[src/ptpcc_pkg.sv]
// Package: register map, field positions, reset values and timing for the timestamp unit control block
`default_nettype none
package ptpcc_pkg;
	// ==========================================================
	// Register offsets
	localparam logic [11:0] OFF_CMD_CTL  = 12'h100;
	localparam logic [11:0] OFF_GEN_CFG  = 12'h104;
	localparam logic [11:0] OFF_INT_STS  = 12'h108;
	localparam logic [11:0] OFF_INT_MASK = 12'h10c;

	// ==========================================================
	// Command and control fields
	localparam int CMD_ENABLE_BIT  = 2;
	localparam int CMD_DISABLE_BIT = 1;
	localparam int CMD_RESET_BIT   = 0;

	// ==========================================================
	// General configuration fields
	localparam int CFG_PORT_EN_LSB = 16;
	localparam int CFG_PORT_EN_W   = 3;
	localparam int CFG_CLR_EN_BIT  = 15;
	localparam int CFG_CLR_SEL_LSB = 12;
	localparam int CFG_CLR_SEL_W   = 3;
	localparam logic [2:0] CFG_PORT_EN_RST = 3'h7;
	localparam logic       CFG_CLR_EN_RST  = 1'b0;
	localparam logic [2:0] CFG_CLR_SEL_RST = 3'h0;

	// ==========================================================
	// Interrupt status and mask fields
	localparam int STS_TIMER_B_BIT  = 0;
	localparam int STS_DIS_DONE_BIT = 1;
	localparam int STS_W            = 2;
	localparam logic [1:0] STS_RST  = 2'h0;
	localparam logic [1:0] MASK_RST = 2'h0;

	// ==========================================================
	// Bus answers
	localparam logic [1:0] RESP_OKAY   = 2'h0;
	localparam logic [1:0] RESP_SLVERR = 2'h2;

	// ==========================================================
	// Timing
	localparam int CLK_PERIOD_NS  = 10;
	localparam int PIN_MIN_ACT_NS = 40;
	localparam int PIN_MIN_ACT_CYC = (PIN_MIN_ACT_NS + CLK_PERIOD_NS - 1) / CLK_PERIOD_NS;
	localparam int NUM_PINS = 8;
endpackage : ptpcc_pkg
`default_nettype wire

[src/ptpcc_pin_clear.sv]
// Module: synchronises the clearing pins and emits a one-cycle clear once the selected pin has held its active level for HOLD cycles
`default_nettype none
module ptpcc_pin_clear #(
	parameter int N    = ptpcc_pkg::NUM_PINS,
	parameter int HOLD = ptpcc_pkg::PIN_MIN_ACT_CYC
) (
	input  wire logic         aclk,
	input  wire logic         aresetn,
	input  wire logic         ce,
	input  wire logic [N-1:0] pins,
	input  wire logic [N-1:0] polarity,
	input  wire logic [N-1:0] dir_input,
	input  wire logic         clr_en,
	input  wire logic [2:0]   clr_sel,
	output logic              clr_pulse
);
	logic [N-1:0] s1_ff;
	logic [N-1:0] s2_ff;
	logic [N-1:0] s3_ff;
	logic [N-1:0] stable_ff;
	logic [3:0]   cnt_ff;
	logic         fired_ff;
	logic         active;

	// ==========================================================
	// Three-stage synchroniser; a level counts once stages two and three agree
	always_ff @(posedge aclk) begin
		if (!aresetn) begin
			s1_ff     <= '0;
			s2_ff     <= '0;
			s3_ff     <= '0;
			stable_ff <= '0;
		end else if (ce) begin
			s1_ff     <= pins;
			s2_ff     <= s1_ff;
			s3_ff     <= s2_ff;
			stable_ff <= (s3_ff & ~(s2_ff ^ s3_ff)) | (stable_ff & (s2_ff ^ s3_ff));
		end
	end

	// Sense follows the pin's polarity bit; only pins set as inputs may clear
	assign active = clr_en && dir_input[clr_sel] && (stable_ff[clr_sel] == polarity[clr_sel]);

	// ==========================================================
	// Minimum active time, then one pulse per active period
	always_ff @(posedge aclk) begin
		if (!aresetn) begin
			cnt_ff    <= '0;
			fired_ff  <= 1'b0;
			clr_pulse <= 1'b0;
		end else if (ce) begin
			clr_pulse <= 1'b0;
			if (!active) begin
				cnt_ff   <= '0;
				fired_ff <= 1'b0;
			end else if (!fired_ff) begin
				if (cnt_ff == 4'(HOLD - 1)) begin
					fired_ff  <= 1'b1;
					clr_pulse <= 1'b1;
				end else begin
					cnt_ff <= cnt_ff + 4'h1;
				end
			end
		end
	end
endmodule : ptpcc_pin_clear
`default_nettype wire

[src/ptpcc_top.sv]
// Module: timestamp unit control and general configuration registers behind an AXI4-Lite slave
`default_nettype none
module ptpcc_top #(
	parameter int ADDR_W = 12,
	parameter int PORTS  = 3
) (
	input  wire logic              aclk,
	input  wire logic              aresetn,
	input  wire logic              ce,
	// AXI4-Lite slave
	input  wire logic [ADDR_W-1:0] s_axi_awaddr,
	input  wire logic              s_axi_awvalid,
	output logic                   s_axi_awready,
	input  wire logic [31:0]       s_axi_wdata,
	input  wire logic [3:0]        s_axi_wstrb,
	input  wire logic              s_axi_wvalid,
	output logic                   s_axi_wready,
	output logic [1:0]             s_axi_bresp,
	output logic                   s_axi_bvalid,
	input  wire logic              s_axi_bready,
	input  wire logic [ADDR_W-1:0] s_axi_araddr,
	input  wire logic              s_axi_arvalid,
	output logic                   s_axi_arready,
	output logic [31:0]            s_axi_rdata,
	output logic [1:0]             s_axi_rresp,
	output logic                   s_axi_rvalid,
	input  wire logic              s_axi_rready,
	// Unit side
	input  wire logic              enable_strap,
	input  wire logic [PORTS-1:0]  port_frame_busy,
	input  wire logic              timer_b_event,
	input  wire logic [7:0]        gpio_pins,
	input  wire logic [7:0]        pin_polarity_bits,
	input  wire logic [7:0]        gpio_dir_input,
	output logic                   unit_enable,
	output logic [PORTS-1:0]       port_stamp_enable,
	output logic                   frame_start_allow,
	output logic                   unit_soft_reset,
	output logic                   irq
);
	// ==========================================================
	// State
	logic              aw_hold_ff;
	logic              w_hold_ff;
	logic [ADDR_W-1:0] awaddr_ff;
	logic [31:0]       wdata_ff;
	logic [3:0]        wstrb_ff;
	logic              enable_ff;
	logic              strap_done_ff;
	logic              dis_pend_ff;
	logic [2:0]        port_en_ff;
	logic              clr_en_ff;
	logic [2:0]        clr_sel_ff;
	logic [1:0]        sts_ff;
	logic [1:0]        mask_ff;
	logic [1:0]        nxt_sts;
	logic              wr_go;
	logic              rd_go;
	logic              cmd_reset;
	logic              drain_done;
	logic              pin_clr;
	logic              cmd_wr;
	logic              cfg_wr;
	logic              mask_wr;
	logic              sts_rd;
	logic              unit_live;
	logic              strap_s1_ff;
	logic              strap_s2_ff;
	logic              strap_s3_ff;

	// Register decode shared by reads and writes
	function automatic logic is_mapped(input logic [ADDR_W-1:0] a);
		is_mapped = (a == ADDR_W'(ptpcc_pkg::OFF_CMD_CTL)) || (a == ADDR_W'(ptpcc_pkg::OFF_GEN_CFG)) ||
			(a == ADDR_W'(ptpcc_pkg::OFF_INT_STS)) || (a == ADDR_W'(ptpcc_pkg::OFF_INT_MASK));
	endfunction : is_mapped

	function automatic logic hit(input logic [ADDR_W-1:0] a, input logic [11:0] off);
		hit = (a == ADDR_W'(off));
	endfunction : hit

	assign wr_go     = aw_hold_ff && w_hold_ff && !s_axi_bvalid;
	assign rd_go     = s_axi_arvalid && s_axi_arready;
	// Register strobes; command bits and mask sit in byte lane zero
	assign cmd_wr    = wr_go && hit(awaddr_ff, ptpcc_pkg::OFF_CMD_CTL) && wstrb_ff[0];
	assign cfg_wr    = wr_go && hit(awaddr_ff, ptpcc_pkg::OFF_GEN_CFG);
	assign mask_wr   = wr_go && hit(awaddr_ff, ptpcc_pkg::OFF_INT_MASK) && wstrb_ff[0];
	assign sts_rd    = rd_go && hit(s_axi_araddr, ptpcc_pkg::OFF_INT_STS);
	assign cmd_reset = cmd_wr && wdata_ff[ptpcc_pkg::CMD_RESET_BIT];
	assign drain_done = dis_pend_ff && (port_frame_busy == '0);
	// A reset command drops the unit outputs on its own edge, so frame edits halt at once
	assign unit_live = enable_ff && !cmd_reset;

	// ==========================================================
	// Write address and data, taken in either order
	always_ff @(posedge aclk) begin
		if (!aresetn) begin
			aw_hold_ff    <= 1'b0;
			w_hold_ff     <= 1'b0;
			awaddr_ff     <= '0;
			wdata_ff      <= '0;
			wstrb_ff      <= '0;
			s_axi_awready <= 1'b0;
			s_axi_wready  <= 1'b0;
			s_axi_bvalid  <= 1'b0;
			s_axi_bresp   <= ptpcc_pkg::RESP_OKAY;
		end else if (ce) begin
			if (!aw_hold_ff && !s_axi_awready && !s_axi_bvalid) begin
				s_axi_awready <= 1'b1;
			end
			if (!w_hold_ff && !s_axi_wready && !s_axi_bvalid) begin
				s_axi_wready <= 1'b1;
			end
			if (s_axi_awvalid && s_axi_awready) begin
				aw_hold_ff    <= 1'b1;
				awaddr_ff     <= s_axi_awaddr;
				s_axi_awready <= 1'b0;
			end
			if (s_axi_wvalid && s_axi_wready) begin
				w_hold_ff    <= 1'b1;
				wdata_ff     <= s_axi_wdata;
				wstrb_ff     <= s_axi_wstrb;
				s_axi_wready <= 1'b0;
			end
			if (wr_go) begin
				aw_hold_ff   <= 1'b0;
				w_hold_ff    <= 1'b0;
				s_axi_bvalid <= 1'b1;
				s_axi_bresp  <= is_mapped(awaddr_ff) ? ptpcc_pkg::RESP_OKAY : ptpcc_pkg::RESP_SLVERR;
			end else if (s_axi_bvalid && s_axi_bready) begin
				s_axi_bvalid <= 1'b0;
			end
		end
	end

	// ==========================================================
	// Read channel
	always_ff @(posedge aclk) begin
		if (!aresetn) begin
			s_axi_arready <= 1'b0;
			s_axi_rvalid  <= 1'b0;
			s_axi_rdata   <= '0;
			s_axi_rresp   <= ptpcc_pkg::RESP_OKAY;
		end else if (ce) begin
			if (rd_go) begin
				s_axi_arready <= 1'b0;
				s_axi_rvalid  <= 1'b1;
				s_axi_rresp   <= is_mapped(s_axi_araddr) ? ptpcc_pkg::RESP_OKAY : ptpcc_pkg::RESP_SLVERR;
				s_axi_rdata   <= '0;
				if (hit(s_axi_araddr, ptpcc_pkg::OFF_CMD_CTL)) begin
					s_axi_rdata[ptpcc_pkg::CMD_ENABLE_BIT] <= enable_ff;
				end else if (hit(s_axi_araddr, ptpcc_pkg::OFF_GEN_CFG)) begin
					s_axi_rdata[ptpcc_pkg::CFG_PORT_EN_LSB +: ptpcc_pkg::CFG_PORT_EN_W] <= port_en_ff;
					s_axi_rdata[ptpcc_pkg::CFG_CLR_EN_BIT] <= clr_en_ff;
					s_axi_rdata[ptpcc_pkg::CFG_CLR_SEL_LSB +: ptpcc_pkg::CFG_CLR_SEL_W] <= clr_sel_ff;
				end else if (hit(s_axi_araddr, ptpcc_pkg::OFF_INT_STS)) begin
					s_axi_rdata[ptpcc_pkg::STS_W-1:0] <= sts_ff;
				end else if (hit(s_axi_araddr, ptpcc_pkg::OFF_INT_MASK)) begin
					s_axi_rdata[ptpcc_pkg::STS_W-1:0] <= mask_ff;
				end
			end else if (s_axi_rvalid && s_axi_rready) begin
				s_axi_rvalid  <= 1'b0;
			end else if (!s_axi_rvalid && !s_axi_arready) begin
				s_axi_arready <= 1'b1;
			end
		end
	end

	// ==========================================================
	// Strap synchroniser; kept out of reset so it holds the strap level at release
	always_ff @(posedge aclk) begin
		if (ce) begin
			strap_s1_ff <= enable_strap;
			strap_s2_ff <= strap_s1_ff;
			strap_s3_ff <= strap_s2_ff;
		end
	end

	// ==========================================================
	// Global enable, graceful disable and strap load
	always_ff @(posedge aclk) begin
		if (!aresetn) begin
			enable_ff     <= 1'b0;
			strap_done_ff <= 1'b0;
			dis_pend_ff   <= 1'b0;
		end else if (ce) begin
			if (!strap_done_ff) begin
				if (strap_s2_ff == strap_s3_ff) begin
					strap_done_ff <= 1'b1;
					enable_ff     <= strap_s3_ff;
				end
			end else if (cmd_reset) begin
				enable_ff   <= 1'b0;
				dis_pend_ff <= 1'b0;
			end else begin
				if (drain_done) begin
					enable_ff   <= 1'b0;
					dis_pend_ff <= 1'b0;
				end
				if (cmd_wr) begin
					if (wdata_ff[ptpcc_pkg::CMD_ENABLE_BIT]) begin
						enable_ff <= 1'b1;
					end
					if (wdata_ff[ptpcc_pkg::CMD_DISABLE_BIT] && (enable_ff || dis_pend_ff)) begin
						dis_pend_ff <= 1'b1;
					end
				end
			end
		end
	end

	// ==========================================================
	// General configuration
	always_ff @(posedge aclk) begin
		if (!aresetn || (ce && cmd_reset)) begin
			port_en_ff <= ptpcc_pkg::CFG_PORT_EN_RST;
			clr_en_ff  <= ptpcc_pkg::CFG_CLR_EN_RST;
			clr_sel_ff <= ptpcc_pkg::CFG_CLR_SEL_RST;
		end else if (ce && cfg_wr) begin
			if (wstrb_ff[2]) begin
				port_en_ff <= wdata_ff[ptpcc_pkg::CFG_PORT_EN_LSB +: ptpcc_pkg::CFG_PORT_EN_W];
			end
			if (wstrb_ff[1]) begin
				clr_en_ff  <= wdata_ff[ptpcc_pkg::CFG_CLR_EN_BIT];
				clr_sel_ff <= wdata_ff[ptpcc_pkg::CFG_CLR_SEL_LSB +: ptpcc_pkg::CFG_CLR_SEL_W];
			end
		end
	end

	// ==========================================================
	// Pin-driven clear of the timer B flag
	// The clear lasts one cycle, so a pin held active cannot keep the flag down
	ptpcc_pin_clear #(
		.N    (ptpcc_pkg::NUM_PINS),
		.HOLD (ptpcc_pkg::PIN_MIN_ACT_CYC)
	) u_pin_clear (
		.aclk      (aclk),
		.aresetn   (aresetn),
		.ce        (ce),
		.pins      (gpio_pins),
		.polarity  (pin_polarity_bits),
		.dir_input (gpio_dir_input),
		.clr_en    (clr_en_ff),
		.clr_sel   (clr_sel_ff),
		.clr_pulse (pin_clr)
	);

	// ==========================================================
	// Interrupt status: read clears, pin clears timer B, a new event wins
	always_comb begin
		nxt_sts = sts_ff;
		if (sts_rd) begin
			nxt_sts = '0;
		end
		if (pin_clr) begin
			nxt_sts[ptpcc_pkg::STS_TIMER_B_BIT] = 1'b0;
		end
		if (timer_b_event) begin
			nxt_sts[ptpcc_pkg::STS_TIMER_B_BIT] = 1'b1;
		end
		if (drain_done && !cmd_reset && strap_done_ff) begin
			nxt_sts[ptpcc_pkg::STS_DIS_DONE_BIT] = 1'b1;
		end
		if (cmd_reset) begin
			nxt_sts = ptpcc_pkg::STS_RST;
		end
	end

	always_ff @(posedge aclk) begin
		if (!aresetn) begin
			sts_ff <= ptpcc_pkg::STS_RST;
		end else if (ce) begin
			sts_ff <= nxt_sts;
		end
	end

	always_ff @(posedge aclk) begin
		if (!aresetn || (ce && cmd_reset)) begin
			mask_ff <= ptpcc_pkg::MASK_RST;
		end else if (ce && mask_wr) begin
			mask_ff <= wdata_ff[ptpcc_pkg::STS_W-1:0];
		end
	end

	// ==========================================================
	// Registered unit outputs
	always_ff @(posedge aclk) begin
		if (!aresetn) begin
			unit_enable       <= 1'b0;
			port_stamp_enable <= '0;
			frame_start_allow <= 1'b0;
			unit_soft_reset   <= 1'b0;
			irq               <= 1'b0;
		end else if (ce) begin
			unit_enable       <= unit_live;
			port_stamp_enable <= unit_live ? PORTS'(port_en_ff) : '0;
			frame_start_allow <= unit_live && !dis_pend_ff;
			unit_soft_reset   <= cmd_reset;
			// Level taken from the next status so it moves on the same edge as the flag
			irq               <= |(nxt_sts & mask_ff);
		end
	end
endmodule : ptpcc_top
`default_nettype wire

[config.mk]
export PLATFORM = sky130hd
export DESIGN_NAME = ptpcc_top
export DESIGN_NICKNAME = d
export VERILOG_FILES = /design/src/ptpcc_pkg.sv /design/src/ptpcc_pin_clear.sv /design/src/ptpcc_top.sv
export SDC_FILE = /design/constraint.sdc
export NUM_CORES = 1
export LEC_CHECK = 0
export BUFFER_PORTS_ARGS = -buffer_cell sky130_fd_sc_hd__buf_2
export CORE_ASPECT_RATIO = 0.6
export CORE_MARGIN = 2
export CORE_UTILIZATION = 50
export CTS_BUF_LIST = sky130_fd_sc_hd__clkbuf_8
export DETAILED_ROUTE_END_ITERATION = 10
export PLACE_DENSITY = 0.87
export SETUP_SLACK_MARGIN = 0.05
export SLEW_MARGIN = 20
export SYNTH_ARGS = -nofsm -noshare
export SYNTH_HDL_FRONTEND = slang
export SYNTH_SLANG_ARGS = --single-unit
export TNS_END_PERCENT = 50
[constraint.sdc]
create_clock -name aclk -period 4.2 [get_ports aclk]
set_clock_uncertainty 0.1 [all_clocks]
set_input_delay 0.42 -clock aclk [delete_from_list [all_inputs] [get_ports aclk]]
set_output_delay 0.42 -clock aclk [all_outputs]
set_load 0.005 [all_outputs]
==> metrics.cfg <==
[cts]
numCtsBuffers=9
cts_max_level=3
clk_pin_slew_ns=0.10
clock-root-buffer=clkbuf_8
clk_path_buf_depth=2
cts_resized=0
post_cts_buffers=0
cts_hold_buf=0
clkSinkCount=106
clk_latency_ns=0.38
cts_tree=built

[finish]
fin_area_mm2=0.00546
final_layout_size_suffix_gt1_share_pct=21.5
final_core_util_pct=59.2
fin_cells=737
fin_nets=699
area_delta_synth_final_pct=14.3
fillCellCount=822

[placement]
placed_area_mm2=0.00525
dp.cells=720
io_buffers=97
place_hpwl_mm=7.84
gp_congestion=0.878
dp_slack_ns=1.85

[setup_path]
path_class=flip-flop to flip-flop
crit_path_start_kind=flip-flop
cp_data_required_time_ns=4.37
slowest_stage=mux4_2
end_kind=flip-flop
cp_max_fo=7
crit_start=clr_sel_ff[0]$_SDFFE_PP0P_
critPathTopFamily=multiplexers
cpPeakStageDelay_ns=0.62
cp.buffers_inverters=0
cp_cell_sequence=mux4_2 > mux2i_4 > xor2_2 > nor3_1 > o31a_1
arrival_ns=2.51
regToRegStartpoint=clr_sel_ff[0]$_SDFFE_PP0P_

[pwr]
internal_power_mw=1.40
power_mw=1.86
swShare_pct=24.4
p_comb_share_pct=8.4
max-vdd-ir-drop_mv=0.181
p_sw_uw=453
clkPwrFrac_pct=34.7
power_leakage_nw=2.21
power_density_mw_per_mm2=340
p_seq_share_pct=56.9

[drt]
drtIter0Drc=299
wl_per_cell_um=14.3
drc=0
num_vias=3844
vias_per_cell=5.22
finalWirelength_mm=10.5
ant_nets=0
firstDrtPassIters=4

[grt]
grt_max_degree=58
grtUsageTotal_pct=20.9
antenna_found_initial=2
grt_pass1_vias=3555
overflow=0
grt_pass1_wl_mm=16.7

[logic_synthesis]
synth_async_sr_flop_share_pct=0
yosysMostFrequentCell=dfxtp_1
synth_common_cells=dfxtp_1 (103), nand2_1 (81), nor2b_1 (39), a21boi_0 (35), mux2i_1 (31)
ys_seq_area_share_pct=45.0
synth_edf_count=3
netlist.area_leader.share_pct=43.2
syn_area_mm2=0.00478
syn_avg_cell_area_um2=9.22
synth.area.top_cells=dfxtp_1 (43%), mux2i_1 (6.5%), nand2_1 (6.4%), a21boi_0 (5.5%), nor2b_1 (5.1%)
synthCells=518
ys_warn_count=0
yosys_register_bits=106
synth_largest_area_cell=dfxtp_1
synth_flop_cell=dfxtp_1
synth_cell_types=55

[sta]
max-slew-margin-rel_pct=44.5
period_minus_slack_ns=2.34
finalSetupViolations=0
fin_crit_sh_pct=55.7
finalHoldViolCount=0
tightest_slew_ns=0.832
fmax_ghz=0.428
final_max_slew_viol_count=0
fin_ws_ns=1.86
tns_ns=0
holdWs_ns=0.111
rsz0062_at_grt=no

[flow_run]
timing.max_cap.violations=0

[die]
die_area_mm2=0.0104
core_area_mm2=0.00922
die_w_um=130
ioPinCount=145
rows=27
die_y_um=79.7
initial_core_util_pct=51.8

[hold_path]
min-delay-start=enable_strap
min-delay-path-class=primary input to flip-flop

[run_status]
status=completed

-- flip-flops by register name, summed over array words and instances (netlist names), 2 cells and up, named ones only --
signal	count
u_pin_clear.s3_ff	8
wdata_ff	10
u_pin_clear.s2_ff	8
sts_ff	2
s_axi_rdata	10
mask_ff	2
port_stamp_enable	3
u_pin_clear.s1_ff	8
port_en_ff	3
awaddr_ff	12
clr_sel_ff	3
wstrb_ff	3
u_pin_clear.cnt_ff	4
-- metal layers --
metal	global-route usage, %	vias to the layer above	wire length (um)
met5	0	-	13
met4	5.48	2	98
met3	6.97	12	1050
met2	32.4	135	4530
met1	28.0	1780	4850
li1	-	1915	-
-- worst reg2reg max path, cell delays in order, from the launching register on --
cell	delay, ns
dfxtp_1	0.61
mux4_2	0.62
mux2i_4	0.21
xor2_2	0.30
nor3_1	0.11
o31a_1	0.28
-- cells by family after synthesis --
logic type	synth area share, %
compound gates	15.2
xor+xnor	0.524
fa+ha+maj	0.262
buf+inv	7.02
flops	45.0
mux	10.3
other cells	0.0785
simple gates	21.5
-- final timing paths --
kind         slack, ns                            endpoint  depth (start not counted)
min reg2reg       0.33               strap_s2_ff$_DFFE_PP_                          0
min               0.11               strap_s1_ff$_DFFE_PP_                          1
max               1.86  u_pin_clear.cnt_ff[3]$_SDFFE_PN0P_                          5
max reg2reg       1.86  u_pin_clear.cnt_ff[3]$_SDFFE_PN0P_                          5
-- power by group through the flow --
stage	Sequential, mW	Clock, mW	Combinational (mW)
after floorplan	1.07	0	0.110
after global placement	1.08	0	0.151
final	1.06	0.645	0.155
after detailed placement	1.08	0	0.156
after global routing	1.06	0.693	0.175
after CTS	1.06	0.661	0.156
-- cell type report --
class / count / area (um^2) / area share [%]
Antenna cell: 1 / 2.50 / 0.0458
Clock buffer: 10 / 138 / 2.52
Clock inverter: 6 / 67.6 / 1.24
Inverter: 12 / 45.0 / 0.825
Multi-Input combinational cell: 371 / 2380 / 43.5
Sequential cell: 106 / 2150 / 39.4
Tap cell: 130 / 163 / 2.98
Timing Repair Buffer: 101 / 515 / 9.44
-- cells in the final DEF (no fill, tap or decap), types with 7 or more instances in the layout --
cell	n
mux2i_1	31
nand3_1	13
a21oi_1	11
o2bb2ai_1	7
and2_1	11
o21ai_0	14
clkbuf_8	10
buf_2	97
inv_1	12
dfxtp_1	103
nand2_1	81
nor3_1	10
nor2b_1	39
nor2_1	18
a21boi_0	35
conb_1	24
Power figures use the tool's default switching activity.
